<file path="src/inc/vsti_defs.svh">
/*
 * Constants of the video scrub, thicken and image register block:
 * geometry, timing counts, register word indices and control fields.
 * Assumes nothing; included by its bare name from the modules, not from the package.
 */
`ifndef VSTI_DEFS_SVH
`define VSTI_DEFS_SVH

// Column geometry and image array shape
`define VSTI_COL_BITS 56
`define VSTI_COLS 15
`define VSTI_MATCH_ROWS 24
`define VSTI_SEG_BITS 14

// Shift clocks between two parallel column loads
`define VSTI_LOAD_PERIOD 60

// Register word indices (byte address = 4 x index)
`define VSTI_ADR_CTRL 3'h0
`define VSTI_ADR_STAT 3'h1
`define VSTI_ADR_DATA 3'h2
`define VSTI_ADR_SIMLO 3'h3
`define VSTI_ADR_SIMHI 3'h4

// Control register fields and reset value
`define VSTI_CTRL_W 5
`define VSTI_CTRL_SIM 0
`define VSTI_CTRL_LTR 1
`define VSTI_CTRL_IMGOFF 2
`define VSTI_CTRL_SRC_LO 3
`define VSTI_CTRL_RST 5'h00

`endif

</file>
<file path="src/inc/vsti_pkg.sv">
/*
 * Types shared by the video scrub, thicken and image register block.
 * Assumes vsti_defs.svh for numeric constants.
 */
package vsti_pkg;
    // Diagnostic readout point for the serial-to-parallel converter
    typedef enum logic [1:0] {
        VSTI_SRC_IMAGE,
        VSTI_SRC_LOAD,
        VSTI_SRC_THICK
    } vsti_src_t;
endpackage

</file>
<file path="src/design/vsti_deser.sv">
/*
 * Diagnostic serial-to-parallel converter with a parallel buffer register.
 * Assumes one bit per clock while valid_i is high and first_i marking the
 * top bit of each column, all from logic on the same clock.
 */
`timescale 1ns/1ps
`default_nettype none
`include "vsti_defs.svh"

module vsti_deser import vsti_pkg::*; #(
    parameter int SEG_BITS = `VSTI_SEG_BITS
) (
    // Clock and reset
    input wire logic clk_i,
    input wire logic rst_i,
    // Serial side
    input wire logic bit_i,
    input wire logic valid_i,
    input wire logic first_i,
    // Buffered word side
    output logic [SEG_BITS-1:0] word_o,
    output logic rdy_o
);
    logic [SEG_BITS-1:0] sh_reg; // Assembly shift register
    logic [3:0] cnt_reg; // Bits already taken in this segment
    logic [3:0] cur; // Position of the bit now arriving

    // A new column restarts the count so segments stay column aligned
    assign cur = first_i ? 4'h0 : cnt_reg;

    // Shift in, copy the full word into the buffer, flag it for one cycle
    always_ff @(posedge clk_i) begin
        if (rst_i) begin
            sh_reg <= '0;
            cnt_reg <= 4'h0;
            word_o <= '0;
            rdy_o <= 1'h0;
        end else begin
            rdy_o <= 1'h0;
            if (valid_i) begin
                sh_reg <= {sh_reg[SEG_BITS-2:0], bit_i};
                if (cur == 4'(SEG_BITS - 1)) begin
                    // Top bit of the segment lands in the MSB
                    word_o <= {sh_reg[SEG_BITS-2:0], bit_i};
                    rdy_o <= 1'h1;
                    cnt_reg <= 4'h0;
                end else begin
                    cnt_reg <= cur + 4'h1;
                end
            end
        end
    end

    // Helper for the assertions: bits taken in a row since a column start.
    // Counting here keeps the property short instead of a long repetition.
    logic [3:0] run_cnt_reg;

    always_ff @(posedge clk_i) begin
        if (rst_i) begin
            run_cnt_reg <= 4'h0;
        end else if (first_i && valid_i) begin
            run_cnt_reg <= 4'h1;
        end else if (!valid_i) begin
            run_cnt_reg <= 4'h0;
        end else if (run_cnt_reg != 4'h0 && run_cnt_reg < 4'(SEG_BITS)) begin
            run_cnt_reg <= run_cnt_reg + 4'h1;
        end
    end
endmodule
`default_nettype wire

</file>
<file path="src/design/vsti_top.sv">
/*
 * Serial video path: scrubber, load register, vertical thickener,
 * 15 x 56 image register with parallel match taps, and a diagnostic
 * word readout, all behind a classic Wishbone register slave.
 * Assumes the accumulator column and the Wishbone master share clk_i;
 * the maintenance switches are asynchronous pins.
 */
`timescale 1ns/1ps
`default_nettype none
`include "vsti_defs.svh"

// Functional notes
// - Scrub black runs touching window edge
// - Thickener slides three-bit window per shift
// - White-black-white turns bottom bit black
// - Normal feed enters column one bottom
// - Mirror mode feeds column fifteen, reversed
// - Image register is 15 by 56
// - Column top feeds neighbour column bottom
// - Upper 24 rows presented in parallel
// - Images shift through every stage
// - Switch routes thickener to host
// - Column read as four 14-bit segments
// - Converter taps column fifteen, load or thickener
// - Words copied to buffer host samples
// - Program with switches, or switches alone
// - Load register shifts out top, fills zero
// - New column every 60 shift clocks
module vsti_top import vsti_pkg::*; #(
    parameter int COL_BITS = `VSTI_COL_BITS,
    parameter int COLS = `VSTI_COLS,
    parameter int ROWS = `VSTI_MATCH_ROWS,
    parameter int SEG_BITS = `VSTI_SEG_BITS,
    parameter int PERIOD = `VSTI_LOAD_PERIOD,
    parameter bit MIRROR_FITTED = 1'h1
) (
    // Clock and reset
    input wire logic clk_i,
    input wire logic rst_i,
    // Wishbone slave
    input wire logic wb_cyc_i,
    input wire logic wb_stb_i,
    input wire logic wb_we_i,
    input wire logic [4:2] wb_adr_i,
    input wire logic [3:0] wb_sel_i,
    input wire logic [31:0] wb_dat_i,
    output logic [31:0] wb_dat_o,
    output logic wb_ack_o,
    // Accumulator column, 0 = black
    input wire logic [COL_BITS-1:0] opt_col_i,
    // Maintenance panel switches
    input wire logic sw_prog_i,
    input wire logic sw_sim_i,
    input wire logic sw_ltr_i,
    input wire logic sw_img_off_i,
    input wire logic [1:0] sw_src_i,
    // Recognition taps
    output logic [ROWS*COLS-1:0] match_o,
    // Diagnostic words
    output logic [SEG_BITS-1:0] diag_word_o,
    output logic diag_rdy_o
);
    localparam int TOP = COL_BITS - 1;

    // Register state
    logic [`VSTI_CTRL_W-1:0] ctrl_reg; // Program control word
    logic [COL_BITS-1:0] sim_col_reg; // Simulated column
    logic rdy_flag_reg; // Unread word present
    logic ovr_flag_reg; // Word replaced before read
    logic ack_reg; // Bus acknowledge
    logic [31:0] dat_reg; // Bus read data

    // Switch synchronisers; stage one feeds stage two only
    logic [5:0] sw_meta_reg;
    logic [5:0] sw_sync_reg;

    // Video path state
    logic [5:0] phase_reg; // Position within the load period
    logic [COL_BITS-1:0] load_reg; // Load register, 1 = black
    logic [1:0] win_reg; // Older two bits of the window
    logic [COL_BITS-1:0] img_reg [COLS]; // Image columns

    // Combinational helpers
    logic [`VSTI_CTRL_W-1:0] eff; // Controls in force
    logic ltr; // Reverse shift in force
    logic img_en; // Image register takes data
    vsti_src_t src; // Diagnostic tap
    logic ld; // Column load strobe
    logic cur; // Bit leaving the load register
    logic thick_bit; // Thickener output
    logic diag_bit; // Converter input
    logic acc; // Bus access taken this edge
    logic data_rd; // Read of the word register
    logic [COL_BITS-1:0] blk; // Column with 1 = black
    wire [COL_BITS-1:0] run_top; // Black run from the top edge
    wire [COL_BITS-1:0] run_bot; // Black run from the bottom edge
    wire [COLS+1:0] tops_w; // Column tops with feed at both ends

    // Bring the panel switches into the clock domain
    always_ff @(posedge clk_i) begin
        if (rst_i) begin
            sw_meta_reg <= '0;
            sw_sync_reg <= '0;
        end else begin
            sw_meta_reg <= {sw_prog_i, sw_src_i, sw_img_off_i, sw_ltr_i, sw_sim_i};
            sw_sync_reg <= sw_meta_reg;
        end
    end

    // Program bits apply only while the panel allows it
    always_comb begin
        if (sw_sync_reg[5]) begin
            eff = ctrl_reg;
        end else begin
            eff = sw_sync_reg[4:0];
        end
    end

    // Without the mirror option the reverse control has no effect
    assign ltr = MIRROR_FITTED && eff[`VSTI_CTRL_LTR];
    assign img_en = !eff[`VSTI_CTRL_IMGOFF];
    assign src = vsti_src_t'(eff[`VSTI_CTRL_SRC_LO +: 2]);

    // Load period counter
    always_ff @(posedge clk_i) begin
        if (rst_i) begin
            phase_reg <= 6'h00;
        end else if (phase_reg == 6'(PERIOD - 1)) begin
            phase_reg <= 6'h00;
        end else begin
            phase_reg <= phase_reg + 6'h01;
        end
    end

    assign ld = (phase_reg == 6'(PERIOD - 1));

    // Invert so that black is 1 from here on and zero fill is white
    assign blk = eff[`VSTI_CTRL_SIM] ? ~sim_col_reg : ~opt_col_i;

    // Black runs connected to either window edge
    for (genvar i = 0; i < COL_BITS; i++) begin : g_run
        if (i == TOP) begin : g_t
            assign run_top[i] = blk[i];
        end else begin : g_tn
            assign run_top[i] = blk[i] & run_top[i+1];
        end
        if (i == 0) begin : g_b
            assign run_bot[i] = blk[i];
        end else begin : g_bn
            assign run_bot[i] = blk[i] & run_bot[i-1];
        end
    end

    // Whole column is held, scrubbed as a unit, then shifted out top first.
    // Holding a full column costs 56 flops but lets runs from both edges
    // be seen before any of their bits leave.
    always_ff @(posedge clk_i) begin
        if (rst_i) begin
            load_reg <= '0;
        end else if (ld) begin
            load_reg <= blk & ~run_top & ~run_bot;
        end else begin
            load_reg <= {load_reg[TOP-1:0], 1'h0};
        end
    end

    assign cur = load_reg[TOP];

    // Sliding window: win_reg[1] first, win_reg[0] second, cur third
    always_ff @(posedge clk_i) begin
        if (rst_i) begin
            win_reg <= 2'h0;
        end else begin
            win_reg <= {win_reg[0], cur};
        end
    end

    // A lone black bit blackens the bit below it
    assign thick_bit = cur | (!win_reg[1] & win_reg[0]);

    // Column tops, with the feed bit at each end of the chain
    assign tops_w[0] = thick_bit;
    assign tops_w[COLS+1] = thick_bit;
    for (genvar c = 0; c < COLS; c++) begin : g_top
        assign tops_w[c+1] = img_reg[c][TOP];
    end

    // Image columns; index 0 is column 1, the right-most.
    // Holding the array while routed to the host only freezes the image.
    for (genvar c = 0; c < COLS; c++) begin : g_col
        always_ff @(posedge clk_i) begin
            if (rst_i) begin
                img_reg[c] <= '0;
            end else if (img_en) begin
                if (ltr) begin
                    // Reverse chain, fed at column 15
                    img_reg[c] <= {img_reg[c][TOP-1:0], tops_w[c+2]};
                end else begin
                    // Normal chain, fed at column 1
                    img_reg[c] <= {img_reg[c][TOP-1:0], tops_w[c]};
                end
            end
        end
        // Upper rows of each column drive the matrices
        for (genvar r = 0; r < ROWS; r++) begin : g_row
            assign match_o[c*ROWS+r] = img_reg[c][COL_BITS-ROWS+r];
        end
    end

    // Diagnostic tap selection
    always_comb begin
        case (src)
            VSTI_SRC_LOAD: diag_bit = cur;
            VSTI_SRC_THICK: diag_bit = thick_bit;
            default: diag_bit = img_reg[COLS-1][TOP];
        endcase
    end

    // Segments aligned to the 56 data slots of each load period.
    // The image tap lines up too because 840 shifts is 14 periods,
    // but only on the normal chain and while the array shifts without pause.
    vsti_deser #(
        .SEG_BITS(SEG_BITS)
    ) u_deser (
        .clk_i(clk_i),
        .rst_i(rst_i),
        .bit_i(diag_bit),
        .valid_i(phase_reg < 6'(COL_BITS)),
        .first_i(phase_reg == 6'h00),
        .word_o(diag_word_o),
        .rdy_o(diag_rdy_o)
    );

    // Bus access is taken on the edge that raises ack
    assign acc = wb_cyc_i && wb_stb_i && !ack_reg;
    assign data_rd = acc && !wb_we_i && (wb_adr_i == `VSTI_ADR_DATA);

    // Acknowledge one cycle after the request, dropped the next cycle
    always_ff @(posedge clk_i) begin
        if (rst_i) begin
            ack_reg <= 1'h0;
        end else begin
            ack_reg <= acc;
        end
    end

    assign wb_ack_o = ack_reg;

    // Writable registers, honouring byte selects
    always_ff @(posedge clk_i) begin
        if (rst_i) begin
            ctrl_reg <= `VSTI_CTRL_RST;
            sim_col_reg <= '1;
        end else if (acc && wb_we_i) begin
            case (wb_adr_i)
                `VSTI_ADR_CTRL: begin
                    if (wb_sel_i[0]) begin
                        ctrl_reg <= wb_dat_i[`VSTI_CTRL_W-1:0];
                    end
                end
                `VSTI_ADR_SIMLO: begin
                    for (int b = 0; b < 4; b++) begin
                        if (wb_sel_i[b]) begin
                            sim_col_reg[8*b +: 8] <= wb_dat_i[8*b +: 8];
                        end
                    end
                end
                `VSTI_ADR_SIMHI: begin
                    for (int b = 0; b < 3; b++) begin
                        if (wb_sel_i[b]) begin
                            sim_col_reg[32+8*b +: 8] <= wb_dat_i[8*b +: 8];
                        end
                    end
                end
                default: begin
                    // Read-only or unmapped: write ignored
                end
            endcase
        end
    end

    // Ready flag: a new word wins over a clearing read in the same cycle; overrun is cleared by that read
    always_ff @(posedge clk_i) begin
        if (rst_i) begin
            rdy_flag_reg <= 1'h0;
            ovr_flag_reg <= 1'h0;
        end else begin
            if (diag_rdy_o) begin
                rdy_flag_reg <= 1'h1;
            end else if (data_rd) begin
                rdy_flag_reg <= 1'h0;
            end
            if (diag_rdy_o && rdy_flag_reg && !data_rd) begin
                ovr_flag_reg <= 1'h1;
            end else if (data_rd) begin
                ovr_flag_reg <= 1'h0;
            end
        end
    end

    // Read data, captured with the access; unmapped reads return zero
    always_ff @(posedge clk_i) begin
        if (rst_i) begin
            dat_reg <= 32'h0;
        end else if (acc && !wb_we_i) begin
            case (wb_adr_i)
                `VSTI_ADR_CTRL: dat_reg <= 32'(ctrl_reg);
                `VSTI_ADR_STAT: dat_reg <= 32'({eff, phase_reg, ovr_flag_reg, rdy_flag_reg});
                `VSTI_ADR_DATA: dat_reg <= 32'(diag_word_o);
                `VSTI_ADR_SIMLO: dat_reg <= sim_col_reg[31:0];
                `VSTI_ADR_SIMHI: dat_reg <= 32'(sim_col_reg[COL_BITS-1:32]);
                default: dat_reg <= 32'h0;
            endcase
        end
    end

    assign wb_dat_o = dat_reg;
endmodule
`default_nettype wire

</file>
<file path="config.mk">
export PLATFORM = sky130hd
export DESIGN_NAME = vsti_top
export DESIGN_NICKNAME = d
export VERILOG_FILES = /design/src/inc/vsti_pkg.sv /design/src/design/vsti_deser.sv /design/src/design/vsti_top.sv
export VERILOG_INCLUDE_DIRS = /design/src /design/src/inc
export SDC_FILE = /design/constraint.sdc
export NUM_CORES = 1
export LEC_CHECK = 0
export ABC_AREA = 1
export BUFFER_PORTS_ARGS = -buffer_cell sky130_fd_sc_hd__buf_2
export CORE_MARGIN = 2
export CORE_UTILIZATION = 40
export DETAILED_ROUTE_END_ITERATION = 7
export PLACE_DENSITY = 0.56
export SETUP_SLACK_MARGIN = 0.02
export SKIP_LAST_GASP = 1
export SYNTH_ARGS = -nofsm -noshare
export SYNTH_HDL_FRONTEND = slang
export SYNTH_SLANG_ARGS = --single-unit
export TNS_END_PERCENT = 1
</file>
<file path="constraint.sdc">
create_clock -name clk_i -period 44.6 [get_ports clk_i]
set_input_delay 6.69 -clock clk_i [delete_from_list [all_inputs] [get_ports clk_i]]
set_output_delay 6.69 -clock clk_i [all_outputs]
set_load 0.02 [all_outputs]
</file>
==> flow_metrics.py, run 1 <==
metrics = {
    "run_status": {
        "status": "finished, final reports clean",
    },
    "critical_path": {
        "required_ps": 44890,
        "start_kind": "input pin",
        "slowest_delay_ps": 880,
        "crit_arrival_ps": 11430,
        "rr_worst_depth": 29,
        "crit_fanout": 77,
        "crit_path_frequent_cell": "buf_4",
        "r2r_setup_slack_ps": 38680,
        "r2r_end": "load_reg[3]",
        "worst-setup-path-type": "in2reg",
        "slowest_stage": "buf_4",
        "timing.rr.start": "sw_sync_reg[5]",
        "crit_chain": "buf_2 > inv_1 > buf_4 > nand2_4 > buf_4 > buf_4 > buf_4 > buf_4",
        "endpoint_kind": "register",
    },
    "floorplanning": {
        "placement_rows": 121,
        "coreArea_um2": 109000,
        "die_h_um": 335,
        "io_pins": 514,
        "initial_core_util_pct": 40.3,
        "dieArea_um2": 112000,
        "die_w_um": 335,
    },
    "cts": {
        "root_buffer": "clkbuf_16",
        "ctsHoldBuffers": 0,
        "cts_tree": "done",
        "post_cts.repair.setup_buffers": 0,
        "cts_buffer_depth": 3,
        "clk_latency_ps": 680,
        "cts_sinks": 1044,
        "clk_pin_slew_ps": 60,
        "cts_made_buffers": 109,
        "post_cts_resized": 0,
        "htree_levels": 3,
    },
    "global_route": {
        "grt_pass1_vias": 24500,
        "grt.total_usage_pct": 15.8,
        "grt_max_degree": 230,
        "grt_antenna_before_repair": 16,
        "gr-total-overflow": 0,
        "grt_pass1_wl_mm": 140,
    },
    "sta": {
        "tightest_slew_ps": 1150,
        "period_minus_slack_ps": 11130,
        "fin_setup_tns_ps": 0,
        "fin_crit_sh_pct": 25.0,
        "relSlewSlack_pct": 23.3,
        "fin_hold_ws_ps": 404,
        "hold_viol_final": 0,
        "final_max_slew_viol_count": 0,
        "rsz0062_at_grt": "false",
        "setup_viol": 0,
        "finClkSkew_ps": 32.0,
        "max_freq_mhz": 89.8,
    },
    "route": {
        "ant_nets": 0,
        "vias": 26200,
        "dr.first_iter.drc_count": 1942,
        "wl_mm": 91.2,
        "viasPerCell": 4.45,
        "firstDrtPassIters": 5,
        "drt_drc_violations_left": 0,
        "wire_per_inst_um": 15.5,
    },
    "min_path": {
        "holdCritStartpoint": "sw_meta_reg[3]",
        "hold_class": "reg2reg",
        "hold_end": "sw_sync_reg[3]",
        "hold_depth": 2,
    },
    "power": {
        "powerDensity_nw_per_um2": 43.1,
        "worst_ir_drop_vdd_mv": 0.0320,
        "p_leak_nw": 20.5,
        "p_total_mw": 2.09,
    },
    "synthesis": {
        "synth_area_leaders": "edfxtp_1 57%, dfxtp_1 9.3%, inv_1 8.5%, nor2_1 7.9%, buf_4 6.2%",
        "synth.top_cell.area_share_pct": 57.5,
        "syn_area_per_cell_um2": 10.4,
        "synth.cell_area_um2": 43900,
        "synth_seq_cells": 1044,
        "yosysUniqueCellTypes": 48,
        "synthCells": 4232,
        "syn_nets": 4342,
        "synth_common_cells": "989 x inv_1, 926 x nor2_1, 840 x edfxtp_1",
        "yosysWarnings": 0,
        "synth_top_cell_by_area": "edfxtp_1",
        "synth_most_common_cell": "inv_1",
        "seq_area_frac_synth_pct": 66.8,
        "synth_flop_cell": "edfxtp_1",
        "synth-edff-count": 840,
        "async_flop_share_pct": 0,
    },
    "job": {
        "max_cap_viol_count": 0,
    },
    "place": {
        "dp_cells": 5675,
        "gp_congestion": 0.851,
        "port_buffers": 513,
        "post-dp-hpwl_mm": 59.9,
    },
    "finish": {
        "drive_above_1_share_pct": 16.7,
        "fin_util_pct": 44.6,
        "fin_cells": 5878,
        "nNetsFinal": 4482,
        "area_growth_pct": 10.6,
        "largest_register_ffs": 840,
    },
}
==> stage by stage <==
step                worst slack, ps  area [um^2]
finish                        33470        48600
global route                  33110        48600
CTS                           33490        48600
detailed placement            32730        45200
global placement              32790        45200
floorplan                     17970        43900
==> logic make-up (layout without fill, tap and decap cells) <==
family / Yosys count / after routing / share of synthesized area [%]
compound gates: 346 / 346 / 4.31
simple gates: 1321 / 1321 / 12.5
fa+ha+maj: 4 / 4 / 0.114
flops: 1044 / 1044 / 66.8
xor+xnor: 1 / 1 / 0.0200
other cells: 1 / 4 / 0.00854
mux: 10 / 10 / 0.228
buf+inv: 1505 / 1734 / 16.1
==> layer usage <==
metal,global-route usage (%),up-vias,share of wire (%)
met3,4.09,171,6.7
li1,-,13100,-
met2,24.7,621,46
met5,0,-,0.17
met4,6.08,24,3.2
met1,21.1,12300,44
==> layout make-up <==
cell class | count | area (um^2)
antenna | 3 | 7.51
sequential | 1044 | 29300
clock inverter | 48 | 428
fill | 10400 | 60300
clock buffer | 152 | 2940
tap | 1414 | 1770
multi-input combinational | 1683 | 7550
timing repair buffer | 542 | 2820
inverter | 992 | 3740
==> power breakdown <==
group	switching, mW	leakage (nW)	internal [mW]	total [mW]
combinational	0.0887	7.20	0.0325	0.121
sequential	0.0174	11.7	1.09	1.11
clock	0.373	1.62	0.489	0.863
total	0.479	20.5	1.61	2.09
==> placed cells by master (no fill, tap or decap), types with 4 or more instances in the layout <==
cell / count
o22ai_1: 37
bufinv_16: 5
nand3_1: 65
o21ai_1: 17
nand2_2: 5
clkbuf_16: 110
buf_2: 513
a22o_1: 4
o211ai_1: 7
nor2_2: 15
dfxtp_1: 204
or2_2: 4
clkinv_1: 22
o31ai_1: 6
nand4_1: 11
o21ai_0: 161
a21oi_1: 96
buf_4: 26
nor2_4: 12
edfxtp_1: 840
mux2i_1: 10
nor2_1: 924
ha_1: 4
o2111ai_1: 5
nand2_4: 4
clkinv_2: 10
clkbuf_1: 39
inv_1: 989
nand4_2: 14
nand2_1: 245
nor3_1: 12
==> worst max-delay path by stage <==
| stage | startpoint | to | depth (start not counted) | slack (ps) |
|---|---|---|---|---|
| 3_3_place_gp | rst_i | img_reg[11][29] | 8 | 32790 |
| 6_report | rst_i | img_reg[11][51] | 8 | 33470 |
| 3_5_place_dp | rst_i | img_reg[11][29] | 8 | 32730 |
| 2_1_floorplan | rst_i | img_reg[0][0] | 4 | 17970 |
| 4_1_cts | rst_i | img_reg[11][51] | 8 | 33490 |
| 5_1_grt | rst_i | img_reg[13][5] | 8 | 33110 |
==> worst max-delay path, delay by kind of cell <==
family | cells | cell delay (ps)
buffers and inverters | 7 | 3830
AND/OR/NAND/NOR | 1 | 630
Power figures use the tool's default switching activity.
==> run 2: changes to the inputs <==
PLACE_DENSITY = 0.58   (was 0.56)
clock period = 10.2 ns   (was 44.6 ns; I/O delays follow)
==> run 2 against run 1 <==
Clock-buffer cell count fell by 6. Die area did not move. Combinational power rose to 4.4 times the previous value. Critical path type is now reg2reg. Critical endpoint is now load_reg[3].
==> flow_metrics.py, run 2 (same netlist as run 1, synthesis figures left out) <==
metrics = {
    "finish": {
        "nNetsFinal": 4480,
        "ff_latch_area_um2": 29300,
        "largest_register_ffs": 840,
        "layout_commonest_cell": "inv_1",
        "multi_input_area_um2": 7570,
        "drive_above_1_share_pct": 17.0,
        "fin_area_um2": 48900,
        "nFillCells": 10300,
        "area_growth_pct": 11.3,
        "layout_common_cells": "989 x inv_1, 925 x nor2_1, 840 x edfxtp_1, 513 x buf_2, 245 x nand2_1",
    },
    "sta": {
        "hold_viol_final": 0,
        "relSlewSlack_pct": 21.3,
        "setup_viol": 0,
        "fin_crit_sh_pct": 54.8,
        "fin_hold_ws_ps": 400,
        "tightest_slew_ps": 1180,
        "worst_slack_ps": 4610,
        "final_max_slew_viol_count": 0,
        "finClkSkew_ps": 15.8,
        "rsz0062_at_grt": "false",
        "fin_setup_tns_ps": 0,
        "period_minus_slack_ps": 5590,
        "max_freq_mhz": 179,
    },
    "critical_path": {
        "endpoint_kind": "register",
        "slowest_delay_ps": 590,
        "crit_arrival_ps": 6160,
        "worst-setup-path-type": "reg2reg",
        "crit_family": "simple AND/OR/NAND/NOR gates",
        "slowest_stage": "o21ai_1",
        "path_buf_inv": 1,
        "start_kind": "register",
        "required_ps": 10780,
        "crit_fanout": 106,
        "crit_path_frequent_cell": "nand4_2",
    },
    "job": {
        "max_cap_viol_count": 0,
    },
    "place": {
        "gp_congestion": 0.885,
        "post-dp-hpwl_mm": 58.6,
        "post_dp_cell_area_um2": 45200,
        "dp_slack_ps": 4200,
        "port_buffers": 513,
    },
    "route": {
        "vias": 26000,
        "wire_per_inst_um": 15.4,
        "drt_drc_violations_left": 0,
        "dr.first_iter.drc_count": 1994,
        "wl_mm": 90.7,
        "viasPerCell": 4.43,
        "ant_nets": 0,
        "firstDrtPassIters": 5,
    },
    "power": {
        "sw_frac_of_total_pct": 22.7,
        "combinationalPowerShare_pct": 5.7,
        "power.switching_mw": 2.14,
        "pwr-share-clk_pct": 42.9,
        "p_leak_nw": 20.7,
        "worst_ir_drop_vdd_mv": 0.145,
        "powerDensity_nw_per_um2": 193,
        "sequentialPowerShare_pct": 51.4,
        "p_total_mw": 9.41,
        "p_int_mw": 7.28,
    },
    "min_path": {
        "hold_class": "reg2reg",
    },
    "cts": {
        "cts_buffer_depth": 3,
        "htree_levels": 3,
        "cts_made_buffers": 113,
        "clk_latency_ps": 670,
        "clk_pin_slew_ps": 60,
        "post_cts.repair.setup_buffers": 0,
        "cts_sinks": 1044,
        "cts_tree": "done",
        "post_cts_resized": 0,
        "root_buffer": "clkbuf_16",
        "ctsHoldBuffers": 0,
    },
    "floorplanning": {
        "coreArea_um2": 109000,
        "die_h_um": 335,
        "placement_rows": 121,
        "io_pins": 514,
        "die_w_um": 335,
        "initial_core_util_pct": 40.3,
        "dieArea_um2": 112000,
    },
    "global_route": {
        "grt_pass1_vias": 24800,
        "grt.total_usage_pct": 15.7,
        "gr-usage-met3_pct": 5.12,
        "grt.busiest_layer": "met2",
        "grt_antenna_before_repair": 16,
        "met1_usage_pct": 20.3,
        "grt.met2_usage_pct": 24.0,
        "gr-total-overflow": 0,
        "grt_pass1_wl_mm": 140,
        "grt_max_degree": 240,
    },
    "run_status": {
        "status": "finished, final reports clean",
    },
}
-- run 2: layer usage --
layer / share of wire [%] / vias to the layer above
li1: - / 13100
met1: 43 / 12100
met2: 44 / 647
met3: 8.1 / 191
met4: 4.2 / 22
met5: 0.16 / -
-- run 2: worst paths after layout --
check                  from             end  slack [ps]  depth (start not counted)
max          sw_sync_reg[5]     load_reg[3]        4610                         29
max reg2reg  sw_sync_reg[5]     load_reg[3]        4610                         29
min          sw_meta_reg[2]  sw_sync_reg[2]         400                          2
min reg2reg  sw_meta_reg[2]  sw_sync_reg[2]         400                          2
-- run 2: worst register-to-register path: cells and delay by family (launching register included) --
family	cells	cell delay, ps
buffers and inverters	1	80
and+or+nand+nor	27	4210
DFF	1	580
AOI/OAI and AO/OA	1	610
-- run 2: cell type report --
class,instances,area share (%)
sequential,1044,60.0
clock buffer,146,6.27
antenna,5,0.0256
tap,1414,3.62
timing repair buffer,536,5.76
multi-input combinational,1683,15.5
clock inverter,61,1.19
inverter,992,7.65
-- run 2: power groups by stage --
stage          logic (mW)  clock network (mW)  registers, mW
2_1_floorplan       0.449                   0           4.93
3_3_place_gp        0.537                   0           4.93
3_5_place_dp        0.540                   0           4.93
4_1_cts             0.542                4.16           4.84
5_1_grt             0.595                4.32           4.86
6_report            0.534                4.04           4.84
-- run 2: metrics by stage --
stage / std cells / util (%)
2_1_floorplan: 4232 / -
3_3_place_gp: 5669 / 41.5
3_5_place_dp: 5669 / 41.5
4_1_cts: 5876 / 44.9
5_1_grt: 5877 / 44.9
6_report: 5881 / 44.9
==> run 3: changes to the inputs <==
clock period = 4.6 ns   (was 10.2 ns; I/O delays follow)
==> run 3 against run 2 <==
Routed wire length up 2.5%. Combinational power up 130%. Utilization up 0.75 points. Cell count up 1.3%. Sequential power up 120%. Worst setup slack worse by 4600 ps. Die area unchanged. Clock-buffer cell count up 6. Power up 120%. Clock skew up 42 ps. Critical path depth up 6.
==> flow_metrics.py, run 3 (same netlist as run 1, synthesis figures left out) <==
metrics = {
    "run_status": {
        "status": "finished, final reports clean",
    },
    "floorplanning": {
        "placement_rows": 121,
        "die_w_um": 335,
        "initial_core_util_pct": 40.3,
        "dieArea_um2": 112000,
        "io_pins": 514,
        "die_h_um": 335,
        "coreArea_um2": 109000,
    },
    "critical_path": {
        "timing.rr.start": "sw_sync_reg[5]",
        "rr_worst_depth": 35,
        "r2r_setup_slack_ps": 5,
        "crit_arrival_ps": 5200,
        "slowest_stage": "dfxtp_4",
        "r2r_end": "load_reg[53]",
        "crit_family": "simple AND/OR/NAND/NOR gates",
        "start_kind": "register",
        "crit_fanout": 5,
        "path_buf_inv": 2,
        "slowest_delay_ps": 380,
        "worst-setup-path-type": "reg2reg",
        "required_ps": 5210,
        "endpoint_kind": "register",
        "crit_path_frequent_cell": "nor2_4",
    },
    "cts": {
        "cts_tree": "done",
        "clk_latency_ps": 710,
        "ctsHoldBuffers": 0,
        "cts_made_buffers": 111,
        "cts_buffer_depth": 3,
        "htree_levels": 3,
        "clk_pin_slew_ps": 60,
        "cts_sinks": 1044,
        "root_buffer": "clkbuf_16",
    },
    "global_route": {
        "grt_max_degree": 139,
        "grt_pass1_vias": 25200,
        "grt_pass1_wl_mm": 143,
        "gr-total-overflow": 0,
        "grt.total_usage_pct": 16.1,
        "grt_antenna_before_repair": 13,
    },
    "sta": {
        "period_minus_slack_ps": 4600,
        "rsz0062_at_grt": "true",
        "finClkSkew_ps": 57.8,
        "tightest_slew_ps": 1120,
        "relSlewSlack_pct": 25.2,
        "max_freq_mhz": 218,
        "worst_slack_ps": 4.75,
        "final_max_slew_viol_count": 0,
        "hold_viol_final": 0,
        "fin_crit_sh_pct": 99.9,
        "setup_viol": 0,
    },
    "power": {
        "pwr-share-clk_pct": 41.9,
        "combinationalPowerShare_pct": 6.1,
        "p_leak_nw": 21.1,
        "worst_ir_drop_vdd_mv": 0.342,
        "sequentialPowerShare_pct": 52.1,
        "p_total_mw": 20.6,
        "power.switching_mw": 4.76,
        "sw_frac_of_total_pct": 23.1,
        "p_int_mw": 15.9,
        "powerDensity_nw_per_um2": 415,
    },
    "finish": {
        "nNetsFinal": 4564,
        "nFillCells": 10300,
        "multi_input_area_um2": 7710,
        "largest_register_ffs": 840,
        "layout_common_cells": "988 x inv_1, 924 x nor2_1, 840 x edfxtp_1, 513 x buf_2, 242 x nand2_1",
        "fin_util_pct": 45.6,
        "ff_latch_area_um2": 29300,
        "layout_commonest_cell": "inv_1",
        "drive_above_1_share_pct": 18.6,
        "area_growth_pct": 13.2,
    },
    "route": {
        "vias": 26600,
        "wl_met2_mm": 42.1,
        "drt_drc_violations_left": 0,
        "wire_per_inst_um": 15.6,
        "wl_mm": 93.0,
        "firstDrtPassIters": 8,
        "wl_met1_mm": 41.5,
        "dr.first_iter.drc_count": 2297,
        "ant_nets": 0,
        "viasPerCell": 4.46,
        "route.top_layer_used": "met5",
        "wl_met3_mm": 6.07,
    },
    "place": {
        "dp_slack_ps": -42.2,
        "gp_congestion": 0.934,
        "post-dp-hpwl_mm": 62.5,
        "port_buffers": 513,
    },
    "min_path": {
        "hold_depth": 3,
        "hold_class": "in2reg",
        "holdCritStartpoint": "sw_src_i[1]",
        "hold_end": "sw_meta_reg[4]",
    },
    "job": {
        "max_cap_viol_count": 0,
    },
}
run 3: cell types whose count changed in the layout (fill, tap and decap cells not counted), sizes merged:
cell	previous run	this run
buf	536	621
clkinv	47	40
clkbuf	146	152
bufinv	10	6
diode	5	3
inv	996	995
nand2	256	257
run 3: power by group through the flow:
stage,registers (mW),logic [mW],clock network (mW)
2_1_floorplan,10.9,1.00,0
3_3_place_gp,10.9,1.25,0
5_1_grt,10.8,1.39,9.25
6_report,10.7,1.25,8.64
3_5_place_dp,10.9,1.25,0
4_1_cts,10.7,1.26,8.92
run 3: how the worst max path moves through the flow:
stage / from / to / slack (ps) / depth (start not counted)
after detailed placement: sw_sync_reg[5] / load_reg[53] / -40 / 30
after CTS: sw_sync_reg[5] / load_reg[54] / 40 / 33
after floorplan: rst_i / img_reg[0][0] / -90 / 4
after global routing: sw_sync_reg[5] / load_reg[53] / -370 / 35
final: sw_sync_reg[5] / load_reg[53] / 5 / 35
after global placement: opt_col_i[1] / load_reg[53] / 40 / 33
run 3: layer usage:
| layer | up-vias | GRT usage, % |
|---|---|---|
| met5 | - | 0 |
| met4 | 20 | 5.53 |
| met3 | 173 | 4.06 |
| met2 | 691 | 25.2 |
| met1 | 12500 | 21.6 |
| li1 | 13200 | - |
run 3: repair_timing:
action	in CTS	in global routing
endpoints found under the setup margin	7	20
buffers inserted	0	10
gates resized for setup	2	28
cloned	0	1
pin swaps	0	18
run 3: cell type report:
| class | count | area share (%) |
|---|---|---|
| Antenna cell | 3 | 0.0151 |
| Clock buffer | 152 | 6.09 |
| Clock inverter | 49 | 0.985 |
| Inverter | 992 | 7.54 |
| Multi-Input combinational cell | 1684 | 15.5 |
| Sequential cell | 1044 | 59.0 |
| Tap cell | 1414 | 3.56 |
| Timing Repair Buffer | 621 | 7.29 |
run 3: tightest hold or removal path: stages:
cell and delay [ps]:
buf_2 90, inv_1 40, nor2_1 30
run 3: metrics by stage:
stage | area (um^2) | instances | setup TNS (ps) | hold slack (ps)
after floorplan | 44000 | 4232 | -78510 | 388
after global placement | 45900 | 5744 | 0 | 401
after detailed placement | 45900 | 5744 | -155 | 401
after CTS | 49400 | 5945 | 0 | 126
after global routing | 49700 | 5957 | -4220 | 155
final | 49700 | 5959 | 0 | 193
